$ cat src/hdl/sof_defs.svh
// Purpose : Constants for the oversampling and IIR filter control block
// Assumes : Included by the bench and by every design file that needs a number
// Notes   : Full addresses are the I2C view; SPI addresses are mapped onto them
`ifndef SOF_DEFS_SVH
`define SOF_DEFS_SVH

`define SOF_ADDR_HUM_CTRL   8'h72
`define SOF_ADDR_STATUS     8'h73
`define SOF_ADDR_MEAS_CTRL  8'h74
`define SOF_ADDR_FILT_CFG   8'h75
`define SOF_ADDR_ID         8'hd0
`define SOF_ADDR_RESET      8'he0
`define SOF_SOFT_RESET_KEY  8'hb6
`define SOF_CTRL_RESET      8'h00
`define SOF_RD_UNMAPPED     8'h00

`define SOF_OSRS_H_MSB      2
`define SOF_OSRS_H_LSB      0
`define SOF_OSRS_T_MSB      7
`define SOF_OSRS_T_LSB      5
`define SOF_OSRS_P_MSB      4
`define SOF_OSRS_P_LSB      2
`define SOF_FILTER_MSB      4
`define SOF_FILTER_LSB      2
`define SOF_PAGE_BIT        4

`define SOF_OSRS_SKIP       3'h0
`define SOF_OSRS_MAX16      3'h5
`define SOF_SAMPLES_16      5'h10
`define SOF_SKIP_TP         20'h80000
`define SOF_SKIP_HUM        16'h8000
`define SOF_SPI_LOW_MASK    7'h7f

`endif

$ cat src/hdl/sof_pkg.sv
// Purpose : Shared types for the oversampling and IIR filter control block
// Assumes : Nothing beyond the constants header
// Notes   : Types only, numbers live in the header
package sof_pkg;
    typedef logic [19:0] sof_res_t;
    typedef logic [15:0] sof_hum_t;
    typedef logic [2:0]  sof_osr_t;
    typedef logic [4:0]  sof_cnt_t;
    typedef logic [6:0]  sof_coef_t;
    typedef logic [7:0]  sof_byte_t;
endpackage
$ cat src/hdl/sof_filter_ctrl.sv
// Purpose : Control registers, oversampling decode and filtered result update
// Assumes : Host register port and converter are logic on the same clock
// Notes   : Results change only on the cycle after convDone or a soft reset, all channels at once
`timescale 1ns/100ps
`include "sof_defs.svh"
module sof_filter_ctrl #(
    parameter logic [7:0] IDENTITY_CODE = 8'h5a // Arbitrary value
) (
    input  wire logic                clk,
    input  wire logic                rst,
    input  wire logic                spiMode,
    input  wire logic                regWrite,
    input  wire logic                regRead,
    input  wire sof_pkg::sof_byte_t  regAddr,
    input  wire sof_pkg::sof_byte_t  regWrData,
    output sof_pkg::sof_byte_t       regRdData,
    output logic                     regRdValid,
    input  wire logic                convDone,
    input  wire sof_pkg::sof_res_t   adcTemp,
    input  wire sof_pkg::sof_res_t   adcPress,
    input  wire sof_pkg::sof_hum_t   adcHum,
    output sof_pkg::sof_res_t        tempResult,
    output sof_pkg::sof_res_t        pressResult,
    output sof_pkg::sof_hum_t        humResult,
    output logic                     resultUpdate,
    output sof_pkg::sof_cnt_t        tempSamples,
    output sof_pkg::sof_cnt_t        pressSamples,
    output sof_pkg::sof_cnt_t        humSamples,
    output sof_pkg::sof_coef_t       filterCoef
);
    import sof_pkg::*;

    ////////////////////////////////////////////////////////////////////////////
    // Decode helpers

    // SPI page folds the 7-bit address
    function automatic sof_byte_t fullAddr(input logic spi, input logic page,
                                           input sof_byte_t addr);
        if (!spi) begin
            fullAddr = addr;
        end else if (addr[6:0] == (`SOF_ADDR_STATUS & `SOF_SPI_LOW_MASK)) begin
            fullAddr = `SOF_ADDR_STATUS;
        end else begin
            fullAddr = {~page, addr[6:0]};
        end
    endfunction

    // skip, 1, 2, 4, 8, then 16
    function automatic sof_cnt_t samplesOf(input sof_osr_t code);
        if (code == `SOF_OSRS_SKIP) begin
            samplesOf = 5'h00;
        end else if (code >= `SOF_OSRS_MAX16) begin
            samplesOf = `SOF_SAMPLES_16;
        end else begin
            samplesOf = 5'(5'h01 << (code - 3'h1));
        end
    endfunction

    ////////////////////////////////////////////////////////////////////////////
    // State

    sof_byte_t humCtrl,      next_humCtrl;
    sof_byte_t measCtrl,     next_measCtrl;
    sof_byte_t filtCfg,      next_filtCfg;
    logic      memPage,      next_memPage;
    sof_res_t  tempState,    next_tempState;
    sof_res_t  pressState,   next_pressState;
    logic      tempPrimed,   next_tempPrimed;
    logic      pressPrimed,  next_pressPrimed;
    sof_byte_t next_regRdData;
    logic      next_regRdValid;
    sof_res_t  next_tempResult;
    sof_res_t  next_pressResult;
    sof_hum_t  next_humResult;
    logic      next_resultUpdate;
    sof_cnt_t  next_tempSamples;
    sof_cnt_t  next_pressSamples;
    sof_cnt_t  next_humSamples;
    sof_coef_t next_filterCoef;

    sof_byte_t addr;
    sof_osr_t  codeT;
    sof_osr_t  codeP;
    sof_osr_t  codeH;
    sof_osr_t  codeF;
    sof_res_t  tempFiltered;
    sof_res_t  pressFiltered;
    logic      softReset;

    assign addr  = fullAddr(spiMode, memPage, regAddr);
    assign codeT = measCtrl[`SOF_OSRS_T_MSB:`SOF_OSRS_T_LSB];
    assign codeP = measCtrl[`SOF_OSRS_P_MSB:`SOF_OSRS_P_LSB];
    assign codeH = humCtrl[`SOF_OSRS_H_MSB:`SOF_OSRS_H_LSB];
    assign codeF = filtCfg[`SOF_FILTER_MSB:`SOF_FILTER_LSB];
    assign softReset = regWrite && addr == `SOF_ADDR_RESET && regWrData == `SOF_SOFT_RESET_KEY;

    // both filtered channels share one step design
    sof_iir_step uTempStep (
        .prior  (tempState),
        .sample (adcTemp),
        .shift  (codeF),
        .result (tempFiltered)
    );
    sof_iir_step uPressStep (
        .prior  (pressState),
        .sample (adcPress),
        .shift  (codeF),
        .result (pressFiltered)
    );

    ////////////////////////////////////////////////////////////////////////////
    // Next values

    always_comb begin
        next_humCtrl      = humCtrl;
        next_measCtrl     = measCtrl;
        next_filtCfg      = filtCfg;
        next_memPage      = memPage;
        next_tempState    = tempState;
        next_pressState   = pressState;
        next_tempPrimed   = tempPrimed;
        next_pressPrimed  = pressPrimed;
        next_tempResult   = tempResult;
        next_pressResult  = pressResult;
        next_humResult    = humResult;
        next_resultUpdate = convDone;
        next_regRdValid   = regRead;
        next_regRdData    = regRdData;
        next_tempSamples  = samplesOf(codeT);
        next_pressSamples = samplesOf(codeP);
        next_humSamples   = samplesOf(codeH);
        next_filterCoef   = 7'((8'h01 << codeF) - 8'h01);

        if (regRead) begin
            unique case (addr)
                `SOF_ADDR_ID:        next_regRdData = IDENTITY_CODE;
                `SOF_ADDR_HUM_CTRL:  next_regRdData = humCtrl;
                `SOF_ADDR_MEAS_CTRL: next_regRdData = measCtrl;
                `SOF_ADDR_FILT_CFG:  next_regRdData = filtCfg;
                `SOF_ADDR_STATUS:    next_regRdData = 8'(memPage) << `SOF_PAGE_BIT;
                default:             next_regRdData = `SOF_RD_UNMAPPED;
            endcase
        end

        // Measurement uses the settings before any same-cycle write
        if (convDone) begin
            if (codeT == `SOF_OSRS_SKIP) begin
                next_tempResult = `SOF_SKIP_TP;
            end else begin
                next_tempState  = tempPrimed ? tempFiltered : adcTemp;
                next_tempResult = next_tempState;
                next_tempPrimed = 1'b1;
            end
            if (codeP == `SOF_OSRS_SKIP) begin
                next_pressResult = `SOF_SKIP_TP;
            end else begin
                next_pressState  = pressPrimed ? pressFiltered : adcPress;
                next_pressResult = next_pressState;
                next_pressPrimed = 1'b1;
            end
            next_humResult = codeH == `SOF_OSRS_SKIP ? `SOF_SKIP_HUM : adcHum;
        end

        if (regWrite) begin
            unique case (addr)
                `SOF_ADDR_HUM_CTRL:  next_humCtrl  = regWrData;
                `SOF_ADDR_MEAS_CTRL: next_measCtrl = regWrData;
                `SOF_ADDR_FILT_CFG:  next_filtCfg  = regWrData;
                `SOF_ADDR_STATUS:    next_memPage  = regWrData[`SOF_PAGE_BIT];
                default:             next_humCtrl  = humCtrl;
            endcase
        end

        // Soft reset has the same effect as the reset pin on control, filter state and results only
        if (softReset) begin
            next_humCtrl     = `SOF_CTRL_RESET;
            next_measCtrl    = `SOF_CTRL_RESET;
            next_filtCfg     = `SOF_CTRL_RESET;
            next_memPage     = 1'b0;
            next_tempState   = `SOF_SKIP_TP;
            next_pressState  = `SOF_SKIP_TP;
            next_tempPrimed  = 1'b0;
            next_pressPrimed = 1'b0;
            next_tempResult  = `SOF_SKIP_TP;
            next_pressResult = `SOF_SKIP_TP;
            next_humResult   = `SOF_SKIP_HUM;
        end
    end

    ////////////////////////////////////////////////////////////////////////////
    // Registers

    always_ff @(posedge clk or posedge rst) begin
        if (rst) begin
            humCtrl      <= `SOF_CTRL_RESET;
            measCtrl     <= `SOF_CTRL_RESET;
            filtCfg      <= `SOF_CTRL_RESET;
            memPage      <= 1'b0;
            tempState    <= `SOF_SKIP_TP;
            pressState   <= `SOF_SKIP_TP;
            tempPrimed   <= 1'b0;
            pressPrimed  <= 1'b0;
            regRdData    <= `SOF_RD_UNMAPPED;
            regRdValid   <= 1'b0;
            tempResult   <= `SOF_SKIP_TP;
            pressResult  <= `SOF_SKIP_TP;
            humResult    <= `SOF_SKIP_HUM;
            resultUpdate <= 1'b0;
            tempSamples  <= 5'h00;
            pressSamples <= 5'h00;
            humSamples   <= 5'h00;
            filterCoef   <= 7'h00;
        end else begin
            humCtrl      <= next_humCtrl;
            measCtrl     <= next_measCtrl;
            filtCfg      <= next_filtCfg;
            memPage      <= next_memPage;
            tempState    <= next_tempState;
            pressState   <= next_pressState;
            tempPrimed   <= next_tempPrimed;
            pressPrimed  <= next_pressPrimed;
            regRdData    <= next_regRdData;
            regRdValid   <= next_regRdValid;
            tempResult   <= next_tempResult;
            pressResult  <= next_pressResult;
            humResult    <= next_humResult;
            resultUpdate <= next_resultUpdate;
            tempSamples  <= next_tempSamples;
            pressSamples <= next_pressSamples;
            humSamples   <= next_humSamples;
            filterCoef   <= next_filterCoef;
        end
    end
endmodule

$ cat src/hdl/sof_iir_step.sv
// Purpose : One update step of the first-order IIR filter
// Assumes : Coefficient plus one is a power of two given by its code
// Notes   : Pure combinational; the result truncates toward zero
`timescale 1ns/100ps
module sof_iir_step (
    input  wire logic             [19:0] prior,
    input  wire logic             [19:0] sample,
    input  wire logic             [2:0]  shift,
    output logic                  [19:0] result
);
    logic [27:0] scaled;
    logic [27:0] sum;

    always_comb begin
        scaled = {8'h00, prior} << shift;
        sum    = scaled - {8'h00, prior} + {8'h00, sample};
        result = 20'(sum >> shift);
    end
endmodule

$ cat config.mk
export PLATFORM = sky130hd
export DESIGN_NAME = sof_filter_ctrl
export DESIGN_NICKNAME = d
export VERILOG_FILES = /design/src/hdl/sof_pkg.sv /design/src/hdl/sof_filter_ctrl.sv /design/src/hdl/sof_iir_step.sv
export VERILOG_INCLUDE_DIRS = /design/src /design/src/hdl
export SDC_FILE = /design/constraint.sdc
export NUM_CORES = 1
export LEC_CHECK = 0
export ABC_CLOCK_PERIOD_IN_PS = 16010
export BUFFER_PORTS_ARGS = -buffer_cell sky130_fd_sc_hd__buf_2
export CORE_ASPECT_RATIO = 1.75
export CORE_MARGIN = 2
export CORE_UTILIZATION = 53
export CTS_BUF_LIST = sky130_fd_sc_hd__clkbuf_2
export DETAILED_ROUTE_END_ITERATION = 16
export HOLD_SLACK_MARGIN = 0.05
export PLACE_DENSITY_LB_ADDON = 0.25
export SYNTH_ARGS = -nofsm -noshare
export SYNTH_HDL_FRONTEND = slang
export SYNTH_HIERARCHICAL = 1
export SYNTH_SLANG_ARGS = --single-unit
$ cat constraint.sdc
create_clock -name clk -period 16.01 [get_ports clk]
set_input_delay 3.202 -clock clk [delete_from_list [all_inputs] [get_ports clk]]
set_output_delay 3.202 -clock clk [all_outputs]
set_load 0.02 [all_outputs]
== Yosys cells after proc, flatten, opt, wreduce, memory -nomap -nowiden ==
Index checks and enable logic that the tools add are counted.

* Add/sub/neg operators: 8
* Order comparisons: 3
* Equal/unequal tests: 10
* Shifts and indexed selects: 8
* Mux-type cells: 44
* Bitwise gates (word level): 1
* Reductions and logical operators: 17

{| class="wikitable"
|+ Operators by type and width
! cell !! count
|-
| 2-to-1 mux 20 bit || 14
|-
| 2-to-1 mux 8 bit || 11
|-
| adder 28 x 20 -> 28 bit || 2
|-
| << shifter 20 x 3 -> 28 bit || 2
|-
| right shift 28 x 3 -> 20 bit || 2
|-
| subtractor 28 x 20 -> 28 bit || 2
|-
| 2-to-1 mux 16 bit || 3
|-
| one-hot mux 8 bit (5 select lines) || 1
|-
| equality test 8 x 7 -> 1 bit (second input constant) || 4
|-
| 2-to-1 mux 5 bit || 6
|-
| equality test 8 bit (second input constant) || 3
|-
| << shifter 1 x 3 -> 5 bit (first input constant) || 3
|-
| AND reduction 2 bit || 6
|-
| nonzero test 2 bit || 6
|-
| greater-or-equal comparator 3 bit (second input constant) || 3
|-
| zero test 3 bit || 3
|-
| 2-to-1 mux 1 bit || 9
|-
| subtractor 3 x 1 -> 3 bit (second input constant) || 3
|-
| equality test 7 bit (second input constant) || 1
|-
| << shifter 1 x 3 -> 7 bit (first input constant) || 1
|-
| subtractor 7 x 1 -> 7 bit (second input constant) || 1
|-
| inequality test 2 bit (second input constant) || 2
|-
| logical AND 1 bit || 2
|-
| inverter 1 bit || 1
|}

* Bits in registers: 155
* Input bits: 78
* Logic and storage cells: 109

== Depth between registers and ports, before layout ==
Gate-level depths: netlist (run 1).

* Depth after elaboration: 8
* Depth in mapped cells: 22
* Mapped depth without buffers: 18

== Cells and area by module ==
The synthesis (run 1) kept the hierarchy.

{| class="wikitable"
|+ By module, submodules not included
! module !! instances !! cells an instance !! area an instance (um2) !! sequential area each (um2)
|-
| sof_filter_ctrl || 1 || 639 || 6,855.3 || 3,885.0
|-
| sof_iir_step (uPressStep) || 1 || 523 || 3,852.4 || 0.0
|-
| sof_iir_step (uTempStep) || 1 || 488 || 3,831.2 || 0.0
|}

== Least setup slack after synthesis (run 1) ==
OpenSTA, ideal clock, no wires.

* Path type: input to register
* Start: input port adcTemp[15]
* End: register tempResult[17]
* Arrival time: 6,203 ps
* Data required time: 15,887 ps
* Slack: 9,684 ps
* Cell stages on the path: 15
* Path through: inv_1 -> fa_1 -> inv_1 -> ha_1 -> a21o_2 -> a211o_1 -> o211ai_2 -> o2111ai_2 -> a21o_1 -> and2_1 -> mux4_2 -> o2bb2ai_1 -> mux2_2 -> nand2_1 -> a21oi_1

* Word-level cells in the longest chain between the ends: 6

{| class="wikitable"
|+ RTL lines
! item !! line !! source
|-
| from (decl) || sof_filter_ctrl.sv:19 || <nowiki>input wire sof_pkg::sof_res_t adcTemp,</nowiki>
|-
| adder 28 x 20 -> 28 bit || sof_iir_step.sv:16 || <nowiki>sum = scaled - {8'h00, prior} + {8'h00, sample};</nowiki>
|-
| right shift 28 x 3 -> 20 bit || sof_iir_step.sv:17 || <nowiki>result = 20'(sum >> shift);</nowiki>
|-
| named net tempFiltered[17] || sof_filter_ctrl.sv:86 || <nowiki>sof_res_t tempFiltered;</nowiki>
|-
| 2-to-1 mux 20 bit || sof_filter_ctrl.sv:150 || <nowiki>next_tempState = tempPrimed ? tempFiltered : adcTemp;</nowiki>
|-
| 2-to-1 mux 20 bit || sof_filter_ctrl.sv:147 || <nowiki>if (codeT == `SOF_OSRS_SKIP) begin</nowiki>
|-
| 2-to-1 mux 20 bit || sof_filter_ctrl.sv:146 || <nowiki>if (convDone) begin</nowiki>
|-
| 2-to-1 mux 20 bit || sof_filter_ctrl.sv:175 || <nowiki>if (softReset) begin</nowiki>
|-
| to (signal assigned) || sof_filter_ctrl.sv:205 || <nowiki>tempResult <= `SOF_SKIP_TP;</nowiki>
|-
| to (signal assigned) || sof_filter_ctrl.sv:224 || <nowiki>tempResult <= next_tempResult;</nowiki>
|-
| to (decl) || sof_filter_ctrl.sv:22 || <nowiki>output sof_pkg::sof_res_t tempResult,</nowiki>
|}

The timed path passes the listed nets, and every way through them passes these cells. The select of a mux whose other input is x is not followed.
A chain may end at the register's enable or synchronous reset.

== Worst setup path in the final report (run 1) ==
* Start: register filtCfg[2]
* End: register pressState[19]

* Word-level cells in the longest chain between the ends: 8

{| class="wikitable"
|+ RTL lines
! item !! line !! source
|-
| from (decl) || sof_filter_ctrl.sv:64 || <nowiki>sof_byte_t filtCfg, next_filtCfg;</nowiki>
|-
| from (signal assigned) || sof_filter_ctrl.sv:197 || <nowiki>filtCfg <= `SOF_CTRL_RESET;</nowiki>
|-
| from (signal assigned) || sof_filter_ctrl.sv:216 || <nowiki>filtCfg <= next_filtCfg;</nowiki>
|-
| << shifter 20 x 3 -> 28 bit || sof_iir_step.sv:15 || <nowiki>scaled = {8'h00, prior} << shift;</nowiki>
|-
| subtractor 28 x 20 -> 28 bit || sof_iir_step.sv:16 ||
|-
| adder 28 x 20 -> 28 bit || sof_iir_step.sv:16 ||
|-
| right shift 28 x 3 -> 20 bit * || sof_iir_step.sv:17 ||
|-
| named net pressFiltered[19] || sof_filter_ctrl.sv:87 || <nowiki>sof_res_t pressFiltered;</nowiki>
|-
| 2-to-1 mux 20 bit * || sof_filter_ctrl.sv:157 || <nowiki>next_pressState = pressPrimed ? pressFiltered : adcPress;</nowiki>
|-
| 2-to-1 mux 20 bit * || sof_filter_ctrl.sv:154 || <nowiki>if (codeP == `SOF_OSRS_SKIP) begin</nowiki>
|-
| 2-to-1 mux 20 bit * || sof_filter_ctrl.sv:146 ||
|-
| 2-to-1 mux 20 bit * || sof_filter_ctrl.sv:175 ||
|-
| to (signal assigned) || sof_filter_ctrl.sv:200 || <nowiki>pressState <= `SOF_SKIP_TP;</nowiki>
|-
| to (signal assigned) || sof_filter_ctrl.sv:219 || <nowiki>pressState <= next_pressState;</nowiki>
|-
| to (decl) || sof_filter_ctrl.sv:67 || <nowiki>sof_res_t pressState, next_pressState;</nowiki>
|}

The timed path passes the listed nets; every way through them passes the cells marked *. The select of a mux whose other input is x is not followed.

==> results of run 1 <==
==> worst register-to-register path, delay by kind of cell, from the launching register on <==
family | cells | cell delay (ns)
DFF | 1 | 0.47
muxes | 3 | 0.67
and+or+nand+nor | 1 | 0.13
adders and majority gates | 2 | 0.94
AOI/OAI and AO/OA | 8 | 2.43
buffers and inverters | 3 | 1.36
xor gates and xnor gates | 1 | 0.28
==> how the worst max path moves through the flow <==
stage / startpoint / endpoint / slack, ns / depth (start not counted)
3_5_place_dp: adcPress[19] / pressResult[14] / 9.02 / 15
3_3_place_gp: adcPress[19] / pressResult[14] / 9.06 / 15
6_report: filtCfg[2] / pressState[19] / 9.71 / 18
2_1_floorplan: rst / filtCfg[0] / 8.64 / 1
5_1_grt: filtCfg[2] / pressResult[19] / 9.47 / 19
4_1_cts: filtCfg[2] / pressState[16] / 9.92 / 19
==> cell usage after synthesis (28+ instances only) <==
| library cell | number |
|---|---|
| inv_1 | 157 |
| a21oi_1 | 164 |
| nor2_1 | 77 |
| mux2i_1 | 96 |
| ha_1 | 58 |
| xnor2_1 | 28 |
| nand2_1 | 147 |
| dfrtp_1 | 150 |
| fa_1 | 40 |
| nand2b_1 | 71 |
| clkbuf_1 | 62 |
| mux2_2 | 73 |
| o21ai_0 | 39 |
==> kinds of logic after synthesis <==
family / count (synthesis) / share of synthesized area, %
adder cells (fa/ha/maj): 98 / 10.50
AO/OA/AOI/OAI: 423 / 19.87
AND/OR/NAND/NOR: 457 / 16.11
buffers and inverters: 275 / 7.771
flip-flops: 155 / 26.72
multiplexers: 197 / 16.32
XOR/XNOR: 45 / 2.711
==> flip-flops by register name, indices dropped and copies added, names as in the netlist, 5 cells and up <==
register and cells:
pressSamples 5, pressResult 20, tempResult 20, pressState 20, humSamples 5, filtCfg 8, filterCoef 7, humCtrl 8
measCtrl 8, tempSamples 5, humResult 16, tempState 20, regRdData 8
==> per-layer routing <==
| metal | vias up | global-route usage (%) |
|---|---|---|
| met5 | - | 0 |
| met4 | 0 | 15.64 |
| met3 | 156 | 4.341 |
| met2 | 510 | 56.88 |
| met1 | 6429 | 34.45 |
| li1 | 6005 | - |
==> stage by stage <==
stage               util (%)  area [um2]
floorplan                  -       14540
global placement       56.85       15420
detailed placement     56.85       15420
CTS                    57.84       15690
global route           57.86       15700
finish                 57.86       15700
==> layout make-up <==
class / count / share of cell area, %
multi-input cells: 1220 / 60.76
flip-flops and latches: 155 / 24.79
repair buffers: 178 / 5.883
inverters: 161 / 3.882
well taps: 369 / 2.942
clock inverters: 14 / 1.164
clock buffers: 17 / 0.5421
diodes: 2 / 0.03189
==> impl_metrics.env, run 1 <==
export IMPL_status="complete, no violations"
export IMPL_place_inst=2083
export IMPL_layout_commonest_cell="buf_2"
export IMPL_routedWlPerCell_um=20.96
export IMPL_grt_pass1_vias=13160
export IMPL_hold_end="tempSamples[0]"
export IMPL_ios=166
export IMPL_arrival_ns=7.10
export IMPL_dr_pass1_iters=6
export IMPL_core_area_um2=27130
export IMPL_hp_class="flop to flop"
export IMPL_cp_slowest_cell="buf_4"
export IMPL_seq_area_frac_synth_pct=26.72
export IMPL_whs_ns=0.4849
export IMPL_layout_setup_ws_ns=9.712
export IMPL_critical_path_top_delay_family="compound AO/OA/AOI/OAI gates"
export IMPL_first_iter_violations=971
export IMPL_hold_path_startpoint="measCtrl[7]"
export IMPL_slew_limit_headroom_pct=16.50
export IMPL_rrSetupSlack_ns=9.71
export IMPL_reg2reg_to="pressState[19]"
export IMPL_htree_levels=4
export IMPL_cts_buffers=17
export IMPL_vias_per_cell=6.191
export IMPL_wl_met1_um=16170
export IMPL_yosys_area_top_type="dfrtp_1"
export IMPL_crit_top_cell="mux2i_1"
export IMPL_start_util_pct=53.60
export IMPL_dieArea_um2=28820
export IMPL_num_rows=80
export IMPL_chipHeight_um=223.1
export IMPL_antenna_found_initial=2
export IMPL_layout_common_cells="buf_2, a21oi_1, inv_1, nand2_1, dfrtp_1"
export IMPL_area_growth_pct=7.952
export IMPL_dp_slack_ns=9.019
export IMPL_reg2reg_depth=18
export IMPL_nets=1909
export IMPL_worst_setup_path_end_kind="flop"
export IMPL_fin_crit_sh_pct=39.34
export IMPL_path_buf_inv=3
export IMPL_drive_above_1_share_pct=20.97
export IMPL_post_cts_resized=0
export IMPL_ys_types=98
export IMPL_netlist_top_cells_area="dfrtp_1, mux2i_1, mux2_2"
export IMPL_grt_util_all_layers_pct=31.11
export IMPL_cp_slowest_stage_delay_ns=0.70
export IMPL_clock_latency_ns=0.85
export IMPL_synth_area_per_cell_um2=8.811
export IMPL_syn_num_nets=1826
export IMPL_setup_tns_ns=0
export IMPL_drv_slew=0
export IMPL_fmax_ghz=0.1588
export IMPL_setup_viol=0
export IMPL_rsz0062_at_grt="false"
export IMPL_synth_edf_count=0
export IMPL_worstPathRequired_ns=16.82
export IMPL_cts_hold_buf=0
export IMPL_hpwl_um=33720
export IMPL_syn_inst=1650
export IMPL_synthesis_area_um2=14540
export IMPL_fillers=2490
export IMPL_period_needed_ns=6.298
export IMPL_drt_wl_total_um=44340
export IMPL_grt_max_degree=89
export IMPL_cts_clk_slew_worst_paths_ns=0.27
export IMPL_place_congestion=0.9745
export IMPL_grt_ovfl_total=0
export IMPL_dr_wl_met3_um=1932
export IMPL_path_cells="buf_4, buf_4, mux2i_1, a21oi_1, mux2i_1, fa_1, inv_1, ha_1, nand2_1, a211oi_1, a21oi_1, a2111oi_0, o221ai_1, xnor2_1, mux2i_1, o221ai_1, a211oi_1, o21bai_1"
export IMPL_synth_async_sr_flop_share_pct=100.0
export IMPL_cts_tree="built"
export IMPL_synth_top_area_share_pct=25.82
export IMPL_wl_met2_um=24070
export IMPL_remaining_drc_errors=0
export IMPL_yosysWarnings=6
export IMPL_via_count=13100
export IMPL_hold_viol=0
export IMPL_numClockSinks=155
export IMPL_cp_max_fo=56
export IMPL_worst_pin_slew_ns=1.247
export IMPL_start_kind="flop"
export IMPL_io_buffers=165
export IMPL_ff_latch_area_um2=3891
export IMPL_grt_pass1_wl_um=70070
export IMPL_hold_depth=1
export IMPL_layout_cells_non_filler=2116
export IMPL_top_layer="met4"
export IMPL_fin_skew_ns=0.04927
export IMPL_critPathKind="flop to flop"
export IMPL_rr_startpoint="filtCfg[2]"
export IMPL_ys_seq_elements=155
export IMPL_multiInputGateArea_um2=9537
export IMPL_postCtsSetupBuffers=0
export IMPL_ant_nets=0
export IMPL_die_w_um=129.2
export IMPL_drv_cap=0
export IMPL_clock_path_buffers=2
export IMPL_clock_root_buffer="clkbuf_2"
export IMPL_synth_ff_type="dfrtp_1"
Power of run 1 is left out: the tool's default activity adds up to more than one toggle a clock period on the data nets, which glitch-free logic cannot reach.
==> run 2: changes to the inputs <==
Settings changed: ABC_CLOCK_PERIOD_IN_PS 16010 to 5300.
Clock period 16.01 ns to 5.3 ns, I/O delays scaled along.
==> impl_metrics.env, run 2 (synthesis results as in run 1) <==
export IMPL_grt_max_degree=107
export IMPL_clock_latency_ns=0.82
export IMPL_critical_path_top_delay_family="compound AO/OA/AOI/OAI gates"
export IMPL_worstPathRequired_ns=6.07
export IMPL_cp_slowest_stage_delay_ns=0.61
export IMPL_via_count=12910
export IMPL_drv_cap=0
export IMPL_hp_class="primary input to asynchronous set/reset pin"
export IMPL_cp_slowest_cell="dfrtp_2"
export IMPL_vias_per_cell=5.990
export IMPL_clock_root_buffer="clkbuf_2"
export IMPL_worst_setup_path_end_kind="flop"
export IMPL_area_growth_pct=10.22
export IMPL_num_rows=80
export IMPL_cts_clk_slew_worst_paths_ns=0.30
export IMPL_core_area_um2=27130
export IMPL_dieArea_um2=28820
export IMPL_remaining_drc_errors=0
export IMPL_worst_pin_slew_ns=1.052
export IMPL_layout_common_cells="buf_2, a21oi_1, inv_1, nand2_1, dfrtp_1"
export IMPL_start_kind="flop"
export IMPL_cp_max_fo=24
export IMPL_hold_viol=0
export IMPL_clock_path_buffers=2
export IMPL_numClockSinks=155
export IMPL_rsz0062_at_grt="false"
export IMPL_drive_above_1_share_pct=22.86
export IMPL_setup_viol=0
export IMPL_ant_nets=0
export IMPL_ios=166
export IMPL_fin_crit_sh_pct=94.42
export IMPL_grt_util_all_layers_pct=29.94
export IMPL_place_congestion=0.9519
export IMPL_postCtsSetupBuffers=0
export IMPL_period_needed_ns=5.004
export IMPL_start_util_pct=53.60
export IMPL_first_iter_violations=772
export IMPL_hpwl_um=33670
export IMPL_nets=1948
export IMPL_layout_commonest_cell="buf_2"
export IMPL_path_cells="buf_4, mux4_2, mux2i_1, fa_1, inv_1, ha_1, and2_1, and3_1, o211ai_1, o2111ai_2, a2111oi_0, nand3b_1, nor2_1, o32ai_1, mux2_2, nand2_1, a21oi_1"
export IMPL_cts_buffers=17
export IMPL_status="complete, no violations"
export IMPL_critPathKind="flop to flop"
export IMPL_setup_tns_ns=0
export IMPL_io_buffers=165
export IMPL_drt_wl_total_um=42940
export IMPL_cts_tree="built"
export IMPL_fin_skew_ns=0.05342
export IMPL_path_buf_inv=2
export IMPL_antenna_found_initial=2
export IMPL_die_w_um=129.2
export IMPL_chipHeight_um=223.1
export IMPL_dr_pass1_iters=7
export IMPL_fmax_ghz=0.1998
export IMPL_slew_limit_headroom_pct=29.89
export IMPL_drv_slew=0
export IMPL_grt_pass1_vias=13160
export IMPL_grt_ovfl_total=0
export IMPL_htree_levels=4
export IMPL_arrival_ns=5.77
export IMPL_routedWlPerCell_um=19.92
export IMPL_grt_pass1_wl_um=68100
## run 2: layer usage
layer | global-route usage [%] | vias to the layer above | share of wire, %
li1 | - | 6090 | -
met2 | 53.97 | 418 | 53
met3 | 4.245 | 134 | 3.9
met1 | 33.04 | 6272 | 37
met4 | 16.76 | 0 | 5.9
met5 | 0 | - | 0
## run 2: area by class of cell
type	instances	area [um2]
multi-input combinational	1220	9543
fill	2499	11100
clock inverter	14	157.7
timing repair buffer	217	1266
tap	369	461.7
antenna	2	5.005
clock buffer	18	90.09
inverter	161	609.3
sequential	155	3891
## run 2: worst paths after layout
check / startpoint / end / slack [ns] / cells after the start
min in group clk: regRead / regRdValid / 0.44 / 1
hold reg to reg: measCtrl[7] / tempSamples[0] / 0.53 / 1
hold / removal: rst / humResult[7] / 0.41 / 2
setup reg to reg: filtCfg[3] / tempState[18] / 0.30 / 17
max in group asynchronous: rst / humResult[15] / 3.86 / 3
setup / recovery: filtCfg[3] / tempState[18] / 0.30 / 17
## run 2: what timing repair did
| item | CTS | global route |
|---|---|---|
| resized for setup | 0 | 1 |
| endpoints found under the hold margin | 0 | 0 |
| endpoints found under the setup margin | 0 | 1 |
| hold buffers | 0 | 0 |
## run 2: worst register-to-register path, stage by stage, from the launching register on
cell,delay (ns)
dfrtp_2,0.61
buf_4,0.35
mux4_2,0.43
mux2i_1,0.30
fa_1,0.49
inv_1,0.08
ha_1,0.27
and2_1,0.26
and3_1,0.18
o211ai_1,0.17
o2111ai_2,0.27
a2111oi_0,0.46
nand3b_1,0.25
nor2_1,0.06
o32ai_1,0.31
mux2_2,0.21
nand2_1,0.07
a21oi_1,0.19
## run 2: stage by stage
stage | util [%] | instance area, um2 | worst slack [ns] | hold WS, ns | std cells
2_1_floorplan | - | 14540 | 0.07012 | 0.4555 | 1650
4_1_cts | 59.03 | 16010 | 0.3508 | 0.3622 | 2154
3_3_place_gp | 58.12 | 15770 | 0.4201 | 0.4745 | 2122
6_report | 59.07 | 16020 | 0.2960 | 0.4099 | 2156
3_5_place_dp | 58.12 | 15770 | 0.4062 | 0.4826 | 2122
5_1_grt | 59.06 | 16020 | 0.01876 | 0.3662 | 2155
Power of run 2 is left out for the same reason.
